## src/pgen_pkg.sv

```systemverilog
// package: register map, field layout, reset values and timing of the test pattern generator
package pgen_pkg;

   // ****************************************
   // register indices (byte address = index * 4)
   // ****************************************
   localparam logic [7:0] REG_CTL       = 8'h01;
   localparam logic [7:0] REG_CFG       = 8'h02;
   localparam logic [7:0] REG_IDENT     = 8'h03;
   localparam logic [7:0] REG_LINE_HI   = 8'h04;
   localparam logic [7:0] REG_LINE_LO   = 8'h05;
   localparam logic [7:0] REG_BAR_HI    = 8'h06;
   localparam logic [7:0] REG_BAR_LO    = 8'h07;
   localparam logic [7:0] REG_ACT_HI    = 8'h08;
   localparam logic [7:0] REG_ACT_LO    = 8'h09;
   localparam logic [7:0] REG_TOT_HI    = 8'h0A;
   localparam logic [7:0] REG_TOT_LO    = 8'h0B;
   localparam logic [7:0] REG_PERIOD_HI = 8'h0C;
   localparam logic [7:0] REG_PERIOD_LO = 8'h0D;
   localparam logic [7:0] REG_TOP_BLANK = 8'h0E;
   localparam logic [7:0] REG_BOT_BLANK = 8'h0F;
   localparam logic [7:0] REG_COLOR0    = 8'h10;
   localparam logic [7:0] REG_STATUS    = 8'h18;
   localparam logic [7:0] REG_FIRST     = 8'h01;
   localparam logic [7:0] REG_LAST      = 8'h18;
   localparam int         COLOR_COUNT   = 8;

   // ****************************************
   // field positions
   // ****************************************
   localparam int CTL_ON_BIT     = 0;
   localparam int CFG_FIXED_BIT  = 7;
   localparam int CFG_BARS_LSB   = 4;
   localparam int CFG_BLOCK_LSB  = 0;
   localparam int IDENT_VC_LSB   = 6;
   localparam int IDENT_DT_LSB   = 0;
   localparam int STAT_RUN_BIT   = 0;
   localparam int STAT_VIDEO_BIT = 1;

   // ****************************************
   // reset values
   // ****************************************
   localparam logic [7:0] RST_CTL       = 8'h00;
   localparam logic [7:0] RST_CFG       = 8'h33;
   localparam logic [7:0] RST_IDENT     = 8'h24;
   localparam logic [7:0] RST_LINE_HI   = 8'h07;
   localparam logic [7:0] RST_LINE_LO   = 8'h80;
   localparam logic [7:0] RST_BAR_HI    = 8'h00;
   localparam logic [7:0] RST_BAR_LO    = 8'hF0;
   localparam logic [7:0] RST_ACT_HI    = 8'h01;
   localparam logic [7:0] RST_ACT_LO    = 8'hE0;
   localparam logic [7:0] RST_TOT_HI    = 8'h02;
   localparam logic [7:0] RST_TOT_LO    = 8'h0D;
   localparam logic [7:0] RST_PERIOD_HI = 8'h0C;
   localparam logic [7:0] RST_PERIOD_LO = 8'h67;
   localparam logic [7:0] RST_TOP_BLANK = 8'h21;
   localparam logic [7:0] RST_BOT_BLANK = 8'h0A;
   localparam logic [7:0] RST_COLOR [COLOR_COUNT] =
      '{8'hAA, 8'h33, 8'hF0, 8'h7F, 8'h55, 8'hCC, 8'h66, 8'h99};

   // ****************************************
   // timing: line period counts 10 ns units, clock is 50 ns
   // ****************************************
   localparam int          CLK_PERIOD_NS = 50;
   localparam int          LINE_UNIT_NS  = 10;
   localparam logic [16:0] UNITS_PER_CLK = 17'(CLK_PERIOD_NS / LINE_UNIT_NS);

   // ****************************************
   // types
   // ****************************************
   typedef struct packed {
      logic        fixed_pattern_select;
      logic [1:0]  bar_count_code;
      logic [3:0]  block_bytes;
      logic [1:0]  packet_virtual_channel;
      logic [5:0]  packet_data_type;
      logic [15:0] active_line_bytes;
      logic [15:0] bar_bytes;
      logic [15:0] active_line_count;
      logic [15:0] frame_line_count;
      logic [15:0] line_period_count;
      logic [7:0]  top_blank_lines;
      logic [7:0]  bottom_blank_lines;
   } generator_config_t;

   typedef struct packed {
      logic        frame_start;
      logic        frame_end;
      logic        line_start;
      logic        data_valid;
      logic        line_end;
      logic [1:0]  virtual_channel;
      logic [5:0]  data_type;
      logic [15:0] word_count;
      logic [7:0]  data;
   } csi_out_t;

endpackage : pgen_pkg

```

## src/pgen_position.sv

```systemverilog
// pattern position tracker: selects which colour register feeds the current byte
`timescale 1ns/1ps
module pgen_position #(
   parameter int IDX_W = 3
) (
   input  wire logic             clk_in,
   input  wire logic             rst_n_in,
   input  wire logic             restart_in,
   input  wire logic             step_in,
   input  wire logic             fixed_in,
   input  wire logic [1:0]       bar_code_in,
   input  wire logic [3:0]       block_bytes_in,
   input  wire logic [15:0]      bar_bytes_in,
   output logic      [IDX_W-1:0] color_idx_out
);

   logic [15:0]      run_count;
   logic [3:0]       block_pos;
   logic [IDX_W-1:0] last_bar;
   logic [3:0]       block_end;

   // 00/01/10/11 -> 1/2/4/8 bars; last index is count minus one
   always_comb begin
      case (bar_code_in)
         2'b00:   last_bar = 3'h0;
         2'b01:   last_bar = 3'h1;
         2'b10:   last_bar = 3'h3;
         default: last_bar = 3'h7;
      endcase
   end

   // an illegal block size of zero behaves as one byte
   assign block_end = (block_bytes_in == 4'h0) ? 4'h0 : block_bytes_in - 4'h1;

   always_ff @(posedge clk_in) begin
      if (!rst_n_in || restart_in) begin
         run_count     <= 16'h0000;
         block_pos     <= 4'h0;
         color_idx_out <= '0;
      end else if (step_in) begin
         if (fixed_in) begin
            block_pos     <= (block_pos >= block_end) ? 4'h0 : block_pos + 4'h1;
            color_idx_out <= (block_pos >= block_end) ? '0 : IDX_W'(block_pos + 4'h1);
         end else if (color_idx_out != last_bar &&
                      run_count + 16'h0001 >= bar_bytes_in) begin
            run_count     <= 16'h0000;
            color_idx_out <= color_idx_out + 1'b1;
         end else begin
            // the last bar simply runs to the end of the line
            run_count <= run_count + 16'h0001;
         end
      end
   end

   // ****************************************
   // checks
   // ****************************************
   property p_bar_limit;
      @(posedge clk_in) disable iff (!rst_n_in)
      // a new frame's settings arrive one cycle before restart clears the old index
      (!fixed_in && !restart_in) |-> color_idx_out <= last_bar;
   endproperty
   a_bar_limit: assert property (p_bar_limit)
      else $error("bar index beyond selected bar count");

   property p_bar_advance;
      @(posedge clk_in) disable iff (!rst_n_in)
      (step_in && !restart_in && !fixed_in && color_idx_out != last_bar &&
       run_count + 16'h0001 >= bar_bytes_in)
      |=> color_idx_out == $past(color_idx_out) + 1'b1;
   endproperty
   a_bar_advance: assert property (p_bar_advance)
      else $error("bar did not advance after its programmed length");

endmodule : pgen_position

```

## src/pgen_top.sv

```systemverilog
// video test pattern generator with apb register page and csi-2 packet stream output
`timescale 1ns/1ps
//
// Contract
// generate only while the on bit is set; off after reset. Code: clearing the bit lets the current frame finish first.
// config bit 7 picks colour bars when 0, fixed pattern when 1.
// bar count code 00/01/10/11 gives 1/2/4/8 bars; reset gives eight.
// fixed pattern block spans block size bytes; software writes only 1 to 15.
// virtual channel field goes into every generated packet.
// data type field goes into every packet; reset value is RGB888.
// active line length is sixteen bits from two registers; reset 1920 bytes.
// every bar but the last takes the bar length; last takes the rest.
// frame carries the programmed active line count; reset 480 lines.
// frame lasts the programmed total line count including blanking. Code: a total below the blank and active lines plus one is stretched to that.
// each line is timed by the line period in 10 ns units. Code: a line whose bytes outlast the period ends after its last byte.
// top blank lines after frame start, bottom blank lines before frame end.
// colour registers give bar bytes, or successive fixed pattern bytes.
// start at a frame boundary; config only changes between frames.
// bars cycle in order per line; fixed block repeats across the line.
module pgen_top
   import pgen_pkg::*;
(
   input  wire logic             clk_in,
   input  wire logic             rst_n_in,
   input  wire logic             psel_in,
   input  wire logic             penable_in,
   input  wire logic             pwrite_in,
   input  wire logic [31:0]      paddr_in,
   input  wire logic [31:0]      pwdata_in,
   output logic                  pready_out,
   output logic      [31:0]      prdata_out,
   output logic                  pslverr_out,
   output pgen_pkg::csi_out_t    csi_out,
   output logic                  running_out
);
   import pgen_pkg::*;

   typedef enum logic {ST_IDLE, ST_RUN} gen_state_t;

   // ****************************************
   // register file
   // ****************************************
   logic [7:0]  regs [REG_FIRST:REG_LAST];
   logic [7:0]  reg_idx;
   logic        reg_hit;
   logic        reg_ro;
   logic        apb_access;
   logic        apb_commit;
   logic [7:0]  read_byte;
   logic [7:0]  status_byte;
   generator_config_t   live_cfg;
   generator_config_t   shadow;

   // ****************************************
   // frame engine
   // ****************************************
   gen_state_t  state;
   logic [15:0] line_idx;
   logic [16:0] line_timer;
   logic [15:0] bytes_left;
   logic        sending;
   logic        begin_line;
   logic        timer_done;
   logic        line_done;
   logic        last_line;
   logic        video_line;
   logic [15:0] video_first;
   logic [15:0] video_end;
   logic [15:0] end_line;
   logic [2:0]  color_idx;

   assign reg_idx    = paddr_in[9:2];
   assign reg_hit    = (paddr_in[1:0] == 2'b00) && (paddr_in[31:10] == 22'h0) &&
                       (reg_idx >= REG_FIRST) && (reg_idx <= REG_LAST);
   assign reg_ro     = (reg_idx == REG_STATUS);
   assign apb_access = psel_in && penable_in;
   assign apb_commit = apb_access && pready_out;

   assign status_byte = {6'h00, video_line && state == ST_RUN, state == ST_RUN};

   always_comb begin
      read_byte = 8'h00;
      if (reg_hit) begin
         read_byte = reg_ro ? status_byte : regs[reg_idx];
      end
   end

   // one wait state: pready rises in the second access cycle, data registered with it
   always_ff @(posedge clk_in) begin
      if (!rst_n_in) begin
         pready_out  <= 1'b0;
         prdata_out  <= 32'h0000_0000;
         pslverr_out <= 1'b0;
      end else if (apb_access && !pready_out) begin
         pready_out  <= 1'b1;
         prdata_out  <= {24'h000000, pwrite_in ? 8'h00 : read_byte};
         pslverr_out <= !reg_hit || (pwrite_in && reg_ro);
      end else begin
         pready_out  <= 1'b0;
         prdata_out  <= 32'h0000_0000;
         pslverr_out <= 1'b0;
      end
   end

   always_ff @(posedge clk_in) begin
      if (!rst_n_in) begin
         regs[REG_CTL]       <= RST_CTL;
         regs[REG_CFG]       <= RST_CFG;
         regs[REG_IDENT]     <= RST_IDENT;
         regs[REG_LINE_HI]   <= RST_LINE_HI;
         regs[REG_LINE_LO]   <= RST_LINE_LO;
         regs[REG_BAR_HI]    <= RST_BAR_HI;
         regs[REG_BAR_LO]    <= RST_BAR_LO;
         regs[REG_ACT_HI]    <= RST_ACT_HI;
         regs[REG_ACT_LO]    <= RST_ACT_LO;
         regs[REG_TOT_HI]    <= RST_TOT_HI;
         regs[REG_TOT_LO]    <= RST_TOT_LO;
         regs[REG_PERIOD_HI] <= RST_PERIOD_HI;
         regs[REG_PERIOD_LO] <= RST_PERIOD_LO;
         regs[REG_TOP_BLANK] <= RST_TOP_BLANK;
         regs[REG_BOT_BLANK] <= RST_BOT_BLANK;
         for (int i = 0; i < COLOR_COUNT; i++) begin
            regs[REG_COLOR0 + 8'(i)] <= RST_COLOR[i];
         end
         regs[REG_STATUS]    <= 8'h00;
      end else if (apb_commit && pwrite_in && reg_hit && !reg_ro) begin
         regs[reg_idx] <= pwdata_in[7:0];
      end
   end

   // software may change any field at any time; the engine sees these via the shadow copy, but reads the on bit and colour registers live
   assign live_cfg.fixed_pattern_select   = regs[REG_CFG][CFG_FIXED_BIT];
   assign live_cfg.bar_count_code         = regs[REG_CFG][CFG_BARS_LSB +: 2];
   assign live_cfg.block_bytes            = regs[REG_CFG][CFG_BLOCK_LSB +: 4];
   assign live_cfg.packet_virtual_channel = regs[REG_IDENT][IDENT_VC_LSB +: 2];
   assign live_cfg.packet_data_type       = regs[REG_IDENT][IDENT_DT_LSB +: 6];
   assign live_cfg.active_line_bytes      = {regs[REG_LINE_HI], regs[REG_LINE_LO]};
   assign live_cfg.bar_bytes              = {regs[REG_BAR_HI], regs[REG_BAR_LO]};
   assign live_cfg.active_line_count      = {regs[REG_ACT_HI], regs[REG_ACT_LO]};
   assign live_cfg.frame_line_count       = {regs[REG_TOT_HI], regs[REG_TOT_LO]};
   assign live_cfg.line_period_count      = {regs[REG_PERIOD_HI], regs[REG_PERIOD_LO]};
   assign live_cfg.top_blank_lines        = regs[REG_TOP_BLANK];
   assign live_cfg.bottom_blank_lines     = regs[REG_BOT_BLANK];

   // ****************************************
   // frame geometry from the shadow copy
   // ****************************************
   assign video_first = {8'h00, shadow.top_blank_lines};
   assign video_end   = video_first + shadow.active_line_count;
   assign end_line    = video_end + {8'h00, shadow.bottom_blank_lines};
   assign video_line  = (line_idx >= video_first) && (line_idx < video_end);
   assign timer_done  = line_timer >= {1'b0, shadow.line_period_count};
   assign line_done   = timer_done && !sending && !begin_line;
   // a total shorter than the packet sequence still lets the frame end cleanly
   assign last_line   = (line_idx + 16'h0001 >= shadow.frame_line_count) &&
                        (line_idx >= end_line);

   // ****************************************
   // frame sequencing
   // ****************************************
   always_ff @(posedge clk_in) begin
      if (!rst_n_in) begin
         state      <= ST_IDLE;
         line_idx   <= 16'h0000;
         begin_line <= 1'b0;
         shadow     <= '0;
      end else begin
         begin_line <= 1'b0;
         case (state)
            ST_IDLE: begin
               if (regs[REG_CTL][CTL_ON_BIT]) begin
                  state      <= ST_RUN;
                  line_idx   <= 16'h0000;
                  shadow     <= live_cfg;
                  begin_line <= 1'b1;
               end
            end
            ST_RUN: begin
               if (line_done) begin
                  if (!last_line) begin
                     line_idx   <= line_idx + 16'h0001;
                     begin_line <= 1'b1;
                  end else if (regs[REG_CTL][CTL_ON_BIT]) begin
                     line_idx   <= 16'h0000;
                     shadow     <= live_cfg;
                     begin_line <= 1'b1;
                  end else begin
                     // disabling lets the current frame finish, never a torn frame
                     state <= ST_IDLE;
                  end
               end
            end
            default: state <= ST_IDLE;
         endcase
      end
   end

   // line period accumulates 10 ns units, five per clock
   always_ff @(posedge clk_in) begin
      if (!rst_n_in) begin
         line_timer <= 17'h00000;
      end else if (begin_line) begin
         line_timer <= UNITS_PER_CLK;
      end else if (state == ST_RUN && !timer_done) begin
         line_timer <= line_timer + UNITS_PER_CLK;
      end
   end

   // ****************************************
   // packet and byte output
   // ****************************************
   always_ff @(posedge clk_in) begin
      if (!rst_n_in) begin
         sending    <= 1'b0;
         bytes_left <= 16'h0000;
         csi_out    <= '0;
      end else begin
         csi_out.frame_start     <= begin_line && line_idx == 16'h0000;
         csi_out.frame_end       <= begin_line && line_idx == end_line;
         csi_out.line_start      <= begin_line && video_line;
         csi_out.virtual_channel <= shadow.packet_virtual_channel;
         csi_out.data_type       <= shadow.packet_data_type;
         csi_out.word_count      <= shadow.active_line_bytes;
         csi_out.data_valid      <= sending;
         csi_out.line_end        <= sending && bytes_left == 16'h0001;
         csi_out.data            <= sending ? regs[REG_COLOR0 + {5'h00, color_idx}]
                                            : 8'h00;
         if (begin_line && video_line) begin
            sending    <= shadow.active_line_bytes != 16'h0000;
            bytes_left <= shadow.active_line_bytes;
         end else if (sending) begin
            bytes_left <= bytes_left - 16'h0001;
            sending    <= bytes_left != 16'h0001;
         end
      end
   end

   always_ff @(posedge clk_in) begin
      if (!rst_n_in) begin
         running_out <= 1'b0;
      end else begin
         running_out <= (state == ST_RUN);
      end
   end

   pgen_position #(
      .IDX_W (3)
   ) u_position (
      .clk_in         (clk_in),
      .rst_n_in       (rst_n_in),
      .restart_in     (begin_line),
      .step_in        (sending),
      .fixed_in       (shadow.fixed_pattern_select),
      .bar_code_in    (shadow.bar_count_code),
      .block_bytes_in (shadow.block_bytes),
      .bar_bytes_in   (shadow.bar_bytes),
      .color_idx_out  (color_idx)
   );

   // ****************************************
   // checks
   // ****************************************
   property p_off_no_frame;
      @(posedge clk_in) disable iff (!rst_n_in)
      (state == ST_IDLE && !regs[REG_CTL][CTL_ON_BIT]) |=> ##1 !csi_out.frame_start;
   endproperty
   a_off_no_frame: assert property (p_off_no_frame)
      else $error("frame started while generator is off");

   property p_fixed_in_block;
      @(posedge clk_in) disable iff (!rst_n_in)
      (sending && shadow.fixed_pattern_select && shadow.block_bytes != 4'h0)
      |-> {1'b0, color_idx} < shadow.block_bytes;
   endproperty
   a_fixed_in_block: assert property (p_fixed_in_block)
      else $error("fixed pattern index outside block");

   property p_header_fields;
      @(posedge clk_in) disable iff (!rst_n_in)
      csi_out.line_start |-> csi_out.virtual_channel == shadow.packet_virtual_channel &&
                             csi_out.data_type == shadow.packet_data_type;
   endproperty
   a_header_fields: assert property (p_header_fields)
      else $error("packet header does not carry programmed identifier");

   property p_line_bytes;
      @(posedge clk_in) disable iff (!rst_n_in)
      (csi_out.line_start && csi_out.word_count == 16'h0003)
      |=> csi_out.data_valid [*3] ##1 !csi_out.data_valid;
   endproperty
   a_line_bytes: assert property (p_line_bytes)
      else $error("short line did not carry its word count of bytes");

   property p_frame_start_line;
      @(posedge clk_in) disable iff (!rst_n_in)
      csi_out.frame_start |-> $past(line_idx) == 16'h0000 && $past(begin_line);
   endproperty
   a_frame_start_line: assert property (p_frame_start_line)
      else $error("frame start outside line zero");

   property p_frame_end_line;
      @(posedge clk_in) disable iff (!rst_n_in)
      csi_out.frame_end |-> $past(line_idx) == $past(end_line);
   endproperty
   a_frame_end_line: assert property (p_frame_end_line)
      else $error("frame end not after bottom blank lines");

   property p_line_timing;
      @(posedge clk_in) disable iff (!rst_n_in)
      (begin_line && $past(state) == ST_RUN && $past(line_done))
      |-> $past(line_timer) >= {1'b0, $past(shadow.line_period_count)};
   endproperty
   a_line_timing: assert property (p_line_timing)
      else $error("line ended before its period");

   property p_cfg_at_boundary;
      @(posedge clk_in) disable iff (!rst_n_in)
      (shadow != $past(shadow)) |-> begin_line && line_idx == 16'h0000;
   endproperty
   a_cfg_at_boundary: assert property (p_cfg_at_boundary)
      else $error("configuration changed inside a frame");

   property p_last_line_bound;
      @(posedge clk_in) disable iff (!rst_n_in)
      (state == ST_RUN && line_done && line_idx >= end_line &&
       line_idx + 16'h0001 >= shadow.frame_line_count)
      |=> (line_idx == 16'h0000 || state == ST_IDLE);
   endproperty
   a_last_line_bound: assert property (p_last_line_bound)
      else $error("frame ran past its total line count");

   property p_bar_data;
      @(posedge clk_in) disable iff (!rst_n_in)
      sending |=> csi_out.data == $past(regs[REG_COLOR0 + {5'h00, color_idx}]);
   endproperty
   a_bar_data: assert property (p_bar_data)
      else $error("byte not taken from selected colour register");

   property p_mode_bars;
      @(posedge clk_in) disable iff (!rst_n_in)
      (begin_line && video_line && !shadow.fixed_pattern_select) |=> color_idx == 3'h0;
   endproperty
   a_mode_bars: assert property (p_mode_bars)
      else $error("line did not start on bar zero");

endmodule : pgen_top

```

## config.mk

```make
export PLATFORM = sky130hd
export DESIGN_NAME = pgen_top
export DESIGN_NICKNAME = d
export VERILOG_FILES = /design/src/pgen_pkg.sv /design/src/pgen_position.sv /design/src/pgen_top.sv
export SDC_FILE = /design/constraint.sdc
export NUM_CORES = 1
export LEC_CHECK = 0
export ABC_AREA = 1
export BUFFER_PORTS_ARGS = -buffer_cell sky130_fd_sc_hd__clkbuf_2
export CAP_MARGIN = 5
export CELL_PAD_IN_SITES_DETAIL_PLACEMENT = 1
export CELL_PAD_IN_SITES_GLOBAL_PLACEMENT = 1
export CORE_MARGIN = 2
export CORE_UTILIZATION = 47
export CTS_CLUSTER_DIAMETER = 40
export DETAILED_ROUTE_END_ITERATION = 10
export PLACE_DENSITY_LB_ADDON = 0.05
export SLEW_MARGIN = 10
export SYNTH_ARGS = -nofsm -noshare
export SYNTH_HDL_FRONTEND = slang
export SYNTH_SLANG_ARGS = --single-unit
```

## constraint.sdc

```tcl
create_clock -name clk_in -period 5.9 [get_ports clk_in]
set_input_delay 0.885 -clock clk_in [delete_from_list [all_inputs] [get_ports clk_in]]
set_output_delay 0.885 -clock clk_in [all_outputs]
set_load 0.02 [all_outputs]
```

==> impl_metrics.ini, run 1 <==
[status]
status = finished clean

[power]
irDropWorstVdd_uv = 246.7
p_leak_uw = 0.01345
powerDensity_nw_per_um2 = 477.6
power_uw = 14140

[place]
place_inst = 3863
gp_congestion = 0.9228
dpl.hpwl_mm = 55.89
place.port_buffers = 92

[clocking]
ctsHtreeMaxLevel = 3
clockBufferDepth = 3
cts.sink_count = 490
cts_tree = done
clock_latency_ps = 640
ctsHoldBuffers = 0
numCtsBuffers = 88
path_clk_slew_ps = 60
postCtsResizedCells = 0
cts_setup_buffers = 0
cts_root_buffer = clkbuf_16

[yosys]
synthTopCellsByArea = edfxtp_1, dfxtp_1, nand2_1
syn_area_um2 = 25190
syn_area_per_cell_um2 = 8.115
synth_xor_area_share_pct = 2.121
synth_area_leader_cell = edfxtp_1
yosysSeqAreaShare_pct = 49.12
synth-seq-cells = 490
synthFlopType = edfxtp_1
syn_inst = 3104
yosys.cell_count.top_type = nand2_1
synth.top_cell.area_share_pct = 30.52
synth.area.mux_share_pct = 0
synthAdderAreaFrac_pct = 5.971
synth_compound_area_share_pct = 9.905
synthSimpleGateAreaFrac_pct = 24.64
synth_cell_types = 48
synth_top_family_by_area = simple AND/OR/NAND/NOR gates
synth-edff-count = 256
async_flop_share_pct = 0
yosysWarnings = 0
ys_top_cells_by_count = nand2_1, nor2_1, inv_1

[floorplan]
coreArea_um2 = 52760
die_w_um = 235.5
fp-row-count = 84
start_util_pct = 47.74
dieArea_um2 = 55460
die_y_um = 235.5
io_pins = 141

[timing]
finalMaxSlewViolations = 0
fin_setup_tns_ps = 0
fin_crit_ps = 5452
report.final.hold_viol_count = 0
skew_ps = 35.08
timing.final.crit_share_pct = 92.40
setup_viol = 0
rsz0062_at_grt = false
worst_pin_slew_ps = 1188
relSlewSlack_pct = 20.70
max_freq_mhz = 183.4

[worst_setup_path]
crit_fanout = 84
end_kind = flip-flop
r2r_slack_ps = 450
cp.required_ps = 6450
crit_path_frequent_cell = nand2_1
critical-path-max-stage-delay_ps = 400
start_kind = flip-flop
worst_ep_arrival_time_ps = 6000
cp_slowest_cell = fa_1
worstSetupPathType = reg2reg

[routing]
drtAntennaViolNets = 0
wirelength_mm = 80.31
route.detailed.drc = 0
viasPerCell = 5.445
drt-pass1-iter-count = 5
drt-initial-drc-count = 1491
wl_per_cell_um = 19.93
vias = 21950

[layout]
area_growth_pct = 17.54
nets = 3453
final_cell_count_no_fill = 4030
drive_gt1_share_pct = 9.698
n_fill_cell = 6348

[global_routing]
grt_max_degree = 85
grt_pass1_wl_mm = 126.2
grt_pass1_vias = 22660
gr-total-overflow = 0
track_usage_pct = 28.91
antenna_found_initial = 1

[run]
max_cap_violations = 0

[worst_hold_path]
hp-class = reg2reg
[flip-flops by register name, summed over array words and instances, names as in the netlist, 3 cells and up]
name and cells:
bytes_left 16, csi_out 37, line_idx 16, line_timer 17, prdata_out 8, regs 256
shadow 111, u_position.block_pos 4, u_position.color_idx_out 3, u_position.run_count 16
[report_power, final]
part           switching [uW]  total [uW]  internal, uW
clock                    1950        5550          3600
combinational            2880        4190          1310
sequential                371        4400          4030
total                    5200       14100          8940
[cells in the final DEF (no fill, tap or decap), drive strengths merged, types with 3 or more instances in the layout]
cell	count
clkinvlp	7
nor2	557
clkinv	23
nand4	50
a31oi	12
o21bai	4
a22o	18
clkbuf	191
ha	117
edfxtp	256
a21o	11
o21ai	108
a21oi	126
xor2	46
xnor2	15
conb	96
nand3	125
o21a	5
o211ai	3
nor4	12
buf	31
a22oi	100
a21boi	10
bufinv	16
o22ai	8
inv	366
or2	4
nor3	37
dfxtp	234
nand2	743
[logic make-up after synthesis]
group / after synthesis
buf+inv: 492
other cells: 1
fa+ha+maj: 119
xor+xnor: 61
compound gates: 410
flops: 490
simple gates: 1531
[layout make-up]
class | instances | area, um2 | area share (%)
Antenna cell | 1 | 2.502 | 0.008452
Clock buffer | 100 | 2328 | 7.864
Tap cell | 688 | 860.8 | 2.907
Clock inverter | 66 | 910.9 | 3.076
Multi-Input combinational cell | 2217 | 11120 | 37.55
Inverter | 346 | 1299 | 4.386
Sequential cell | 490 | 12370 | 41.79
Timing Repair Buffer | 122 | 716.9 | 2.421
[per-stage QoR]
stage | setup WS (ps) | hold slack, ps | instance area [um2] | utilization, %
after floorplan | 1345 | 407.1 | 25550 | -
after global placement | 627.8 | 419.3 | 26370 | 49.97
after detailed placement | 527.5 | 420.5 | 26370 | 49.97
after CTS | 420.6 | 432.6 | 29610 | 56.11
after global routing | 63.60 | 451.1 | 29610 | 56.11
final | 448.3 | 428.1 | 29610 | 56.12
[layer usage]
layer,vias up,wire length (um),track usage [%]
met5,-,0,0
met4,0,2598,10.48
met3,157,3883,3.823
met2,569,38670,49.09
met1,10800,35160,37.83
li1,10420,-,-
[path summary, 6_finish.rpt]
check	start	end	cells after the start
worst max-delay path	shadow[8]	shadow[94]	32
worst min-delay path	shadow[99]	csi_out[27]	2
worst max register to register	shadow[8]	shadow[94]	32
worst min register to register	shadow[99]	csi_out[27]	2
[critical path, delay by kind of cell (launching register included)]
family / cells / cell delay [ps]
AOI/OAI and AO/OA: 2 / 290
xor gates and xnor gates: 1 / 180
adders and majority gates: 4 / 1300
buffers and inverters: 3 / 470
DFF: 1 / 330
and+or+nand+nor: 22 / 2770
(Power assumes the default switching activity.)
==> run 2, diff against run 1 <==
CORE_UTILIZATION = 50   (was 47)
clock period = 7.05 ns   (was 5.9 ns; I/O delays follow)
==> run 2 against run 1 <==
Final cell count decreased by 1.1%. Worst setup slack improved by 160 ps. Clock power decreased by 28%. Sequential power decreased by 16%. Routed wire length decreased by 0.23%. First-iteration DRC count increased by 5.8%. Combinational power decreased by 18%. Largest cell class unchanged.
==> impl_metrics.ini, run 2 (same netlist as run 1, synthesis figures left out) <==
[global_routing]
track_usage_pct = 30.92
grt_max_degree = 224
grt_pass1_wl_mm = 126.8
grt_pass1_vias = 23160
gr-total-overflow = 0
antenna_found_initial = 0

[clocking]
cts_root_buffer = clkbuf_16
cts.sink_count = 490
numCtsBuffers = 82
cts_setup_buffers = 0
clock_latency_ps = 630
ctsHoldBuffers = 0
postCtsResizedCells = 0
clockBufferDepth = 3
cts_tree = done
ctsHtreeMaxLevel = 3
path_clk_slew_ps = 60

[routing]
drt-pass1-iter-count = 5
vias = 21900
drtAntennaViolNets = 0
viasPerCell = 5.493
wl_per_cell_um = 20.10
route.detailed.drc = 0
drt-initial-drc-count = 1578
wirelength_mm = 80.12

[worst_setup_path]
start_kind = flip-flop
crit_path_frequent_cell = nand2_1
timing.rr.end = shadow[78]
crit_fanout = 223
worstSetupPathType = reg2reg
reg2reg_depth = 31
cp_slowest_cell = buf_12
cp_num_buf_inv = 2
critical-path-max-stage-delay_ps = 590
worst_ep_arrival_time_ps = 6940
worst-path-stages = 31
cp.required_ps = 7550
r2r_slack_ps = 610
timing.rr.start = shadow[48]
end_kind = flip-flop
path_delay_family = simple AND/OR/NAND/NOR gates
startpoint = shadow[48]

[timing]
finalMaxSlewViolations = 0
max_freq_mhz = 155.3
report.final.hold_viol_count = 0
worst_pin_slew_ps = 1335
relSlewSlack_pct = 10.93
rsz0062_at_grt = false
timing.final.crit_share_pct = 91.35
setup_viol = 0
fin_crit_ps = 6440
fin_setup_tns_ps = 0
skew_ps = 34.42

[place]
dpl.hpwl_mm = 55.70
place.port_buffers = 92
gp_congestion = 0.9143

[floorplan]
fp-row-count = 82
start_util_pct = 50.41
die_w_um = 228.5
io_pins = 141
dieArea_um2 = 52190
die_y_um = 228.5
coreArea_um2 = 49970

[layout]
most-common-layout-cells = nand2_1, nor2_1, inv_1, edfxtp_1, dfxtp_1
area_growth_pct = 15.11
reg_top3 = regs: 256 flops, shadow: 111 flops, csi_out: 37 flops
finish.utilization_pct = 58.03
drive_gt1_share_pct = 8.811
antennaDiodeCount = 0
nets = 3433
final_common_cell = nand2_1
top_register = regs
largest_reg_flops = 256

[status]
status = finished clean

[power]
p_leak_uw = 0.01314
irDropWorstVdd_uv = 284.6
powerDensity_nw_per_um2 = 383.9

[worst_hold_path]
hp-class = reg2reg
holdPathEnd = csi_out[28]
min_from = shadow[100]
worstHoldPathCells = 2

[run]
max_cap_violations = 0
==> run 2: routing by layer <==
metal,vias up,GRT usage (%),part of all wire (%)
met5,-,0,0
li1,10370,-,-
met4,0,13.81,4.0
met1,10690,38.64,42
met3,190,5.065,5.6
met2,653,52.77,48
==> run 2: worst max path at each step <==
stage | to
after floorplan | shadow[37]
after global placement | shadow[63]
after detailed placement | shadow[75]
after CTS | shadow[78]
after global routing | shadow[75]
final | shadow[78]
==> run 2: power by group <==
part	total, uW	switching (uW)	internal [uW]	leakage (uW)
clock network	3990	1530	2460	0.00133
registers	3700	326	3370	0.00431
logic	3450	2370	1070	0.00750
==> run 2: through the flow <==
step / cells / worst slack (ps) / power, uW / cell area (um2) / hold slack [ps]
detailed placement: 3833 / 740.9 / 7123 / 26230 / 422.1
finish: 3986 / 609.6 / 11130 / 29000 / 426.8
CTS: 3986 / 680.1 / 11170 / 29000 / 430.6
global route: 3986 / 42.84 / 11850 / 29000 / 453.7
floorplan: 3199 / 2495 / 6186 / 25550 / 407.1
global placement: 3833 / 979.4 / 6915 / 26230 / 416.3
==> run 2: worst reg2reg max path, delay by kind of cell (launching register included) <==
kind                     cells  cell delay [ps]
adder cells (fa/ha/maj)      4             1300
buffers and inverters        2              650
AO/OA/AOI/OAI                4              590
flip-flops                   1              350
AND/OR/NAND/NOR             20             3240
XOR/XNOR                     1              190
==> run 2: final cells by class <==
type,count,area [um2]
Multi-Input combinational cell,2217,11120
Clock inverter,55,530.5
Clock buffer,98,2236
Inverter,346,1299
Timing Repair Buffer,108,599.3
Sequential cell,490,12370
Fill cell,6080,20970
Tap cell,672,840.8
==> run 3, diff against run 2 <==
CELL_PAD_IN_SITES_DETAIL_PLACEMENT = unset   (was 1)
CELL_PAD_IN_SITES_GLOBAL_PLACEMENT = unset   (was 1)
CORE_UTILIZATION = 65   (was 50)
==> run 3 against run 2 <==
Power decreased by 4.6%. Critical endpoint is now shadow[63]. Hold slack gained 2.7 ps. Final cell count down 4.4%. Critical path depth is 1 higher. Routed wire length down 16%. Die area shrank 23%. Sequential share of layout area is 0.73 points higher. Combinational power fell by 3%.
==> impl_metrics.ini, run 3 (same netlist as run 1, synthesis figures left out) <==
[floorplan]
io_pins = 141
dieArea_um2 = 40340
start_util_pct = 65.48
coreArea_um2 = 38470
die_w_um = 200.9
die_y_um = 200.9
fp-row-count = 72

[worst_setup_path]
cp.required_ps = 7520
critical-path-max-stage-delay_ps = 430
timing.rr.end = shadow[63]
worstSetupPathType = reg2reg
cp_slowest_cell = nand3_4
crit_path_frequent_cell = nand2_1
worst_ep_arrival_time_ps = 6340
timing.rr.start = shadow[8]
start_kind = flip-flop
end_kind = flip-flop
path_delay_family = simple AND/OR/NAND/NOR gates
cp_num_buf_inv = 4
reg2reg_depth = 32
startpoint = shadow[8]
crit_fanout = 83
r2r_slack_ps = 1180

[clocking]
cts.sink_count = 490
path_clk_slew_ps = 60
cts_setup_buffers = 0
cts_tree = done
ctsHoldBuffers = 0
postCtsResizedCells = 0
clock_latency_ps = 600
cts_root_buffer = clkbuf_16
clockBufferDepth = 3
numCtsBuffers = 72
ctsHtreeMaxLevel = 3

[routing]
vias = 21520
drtAntennaViolNets = 0
drt-initial-drc-count = 2355
wl_per_cell_um = 17.70
route.detailed.drc = 0
drt-pass1-iter-count = 6
viasPerCell = 5.647
wirelength_mm = 67.46

[worst_hold_path]
worstHoldPathCells = 2
min_from = shadow[100]
holdPathEnd = csi_out[28]
hp-class = reg2reg

[power]
irDropWorstVdd_uv = 271.2
p_leak_uw = 0.01301
powerDensity_nw_per_um2 = 372.7
power_uw = 10620

[layout]
reg_top3 = regs: 256 flops, shadow: 111 flops, csi_out: 37 flops
top_register = regs
final_common_cell = nand2_1
most-common-layout-cells = nand2_1, nor2_1, inv_1, edfxtp_1, dfxtp_1
area_growth_pct = 13.18
final_cell_count_no_fill = 3811
nets = 3424
antennaDiodeCount = 0
n_fill_cell = 2956
drive_gt1_share_pct = 8.351
largest_reg_flops = 256

[run]
max_cap_violations = 0

[place]
pre_cts_ws_ps = 1242
dpl.hpwl_mm = 45.56
place.port_buffers = 92
place_inst = 3680
gp_congestion = 0.9758

[timing]
timing.final.crit_share_pct = 83.30
relSlewSlack_pct = 14.91
fin_crit_ps = 5872
skew_ps = 23.22
max_freq_mhz = 170.3
worst_pin_slew_ps = 1275
rsz0062_at_grt = false
fin_ws_ps = 1178
finalMaxSlewViolations = 0
fin_setup_tns_ps = 0
report.final.hold_viol_count = 0
setup_viol = 0

[global_routing]
gr-total-overflow = 0
antenna_found_initial = 2
grt_pass1_vias = 20490
grt_pass1_wl_mm = 106.8
track_usage_pct = 33.50
grt_max_degree = 107

[status]
status = finished clean
## run 3: changes by cell type in the layout (fill, tap and decap cells not counted), sizes merged
cell      before  now
clkinvlp      11    7
inv          363  362
clkbuf       189  174
buf           17   18
clkinv        23   21
## run 3: worst min-delay path, stage by stage (launching register included)
cell and delay (ps):
dfxtp_1 310, nand2_1 50, inv_1 30
## run 3: layout make-up
| class | instances | area, um2 | area share, % |
|---|---|---|---|
| sequential | 490 | 12370 | 43.40 |
| multi-input combinational | 2217 | 11120 | 39.00 |
| clock buffer | 83 | 1929 | 6.767 |
| inverter | 346 | 1299 | 4.555 |
| tap | 518 | 648.1 | 2.273 |
| timing repair buffer | 109 | 619.3 | 2.172 |
| clock inverter | 48 | 524.3 | 1.839 |
## run 3: worst max-delay path by stage
stage	to	cells after the start
after global routing	shadow[62]	32
after detailed placement	shadow[62]	32
final	shadow[63]	32
after floorplan	shadow[37]	32
after global placement	shadow[63]	32
after CTS	shadow[62]	32
## run 3: layer usage
| metal | track usage, % | vias to the layer above | part of all wire, % | routed length [um] |
|---|---|---|---|---|
| met3 | 6.948 | 172 | 9.9 | 6671 |
| met5 | 0 | - | 0 | 0 |
| met1 | 45.33 | 9965 | 41 | 27770 |
| li1 | - | 10350 | - | - |
| met4 | 13.44 | 0 | 3.6 | 2451 |
| met2 | 53.05 | 1038 | 45 | 30570 |
## run 3: where the power goes
group | total [uW] | leakage, uW | switching, uW | internal [uW]
registers | 3650 | 0.00431 | 274 | 3370
logic | 3360 | 0.00751 | 2290 | 1070
clock network | 3620 | 0.00119 | 1440 | 2170
total | 10600 | 0.0130 | 4010 | 6620
## run 3: metrics by stage
step                area (um2)  hold WS (ps)  utilization (%)
floorplan                25550         407.1                -
global placement         26060         421.3            67.74
detailed placement       26060         423.5            67.74
CTS                      28510         422.4            74.12
global route             28510         460.7            74.12
finish                   28510         429.5            74.12
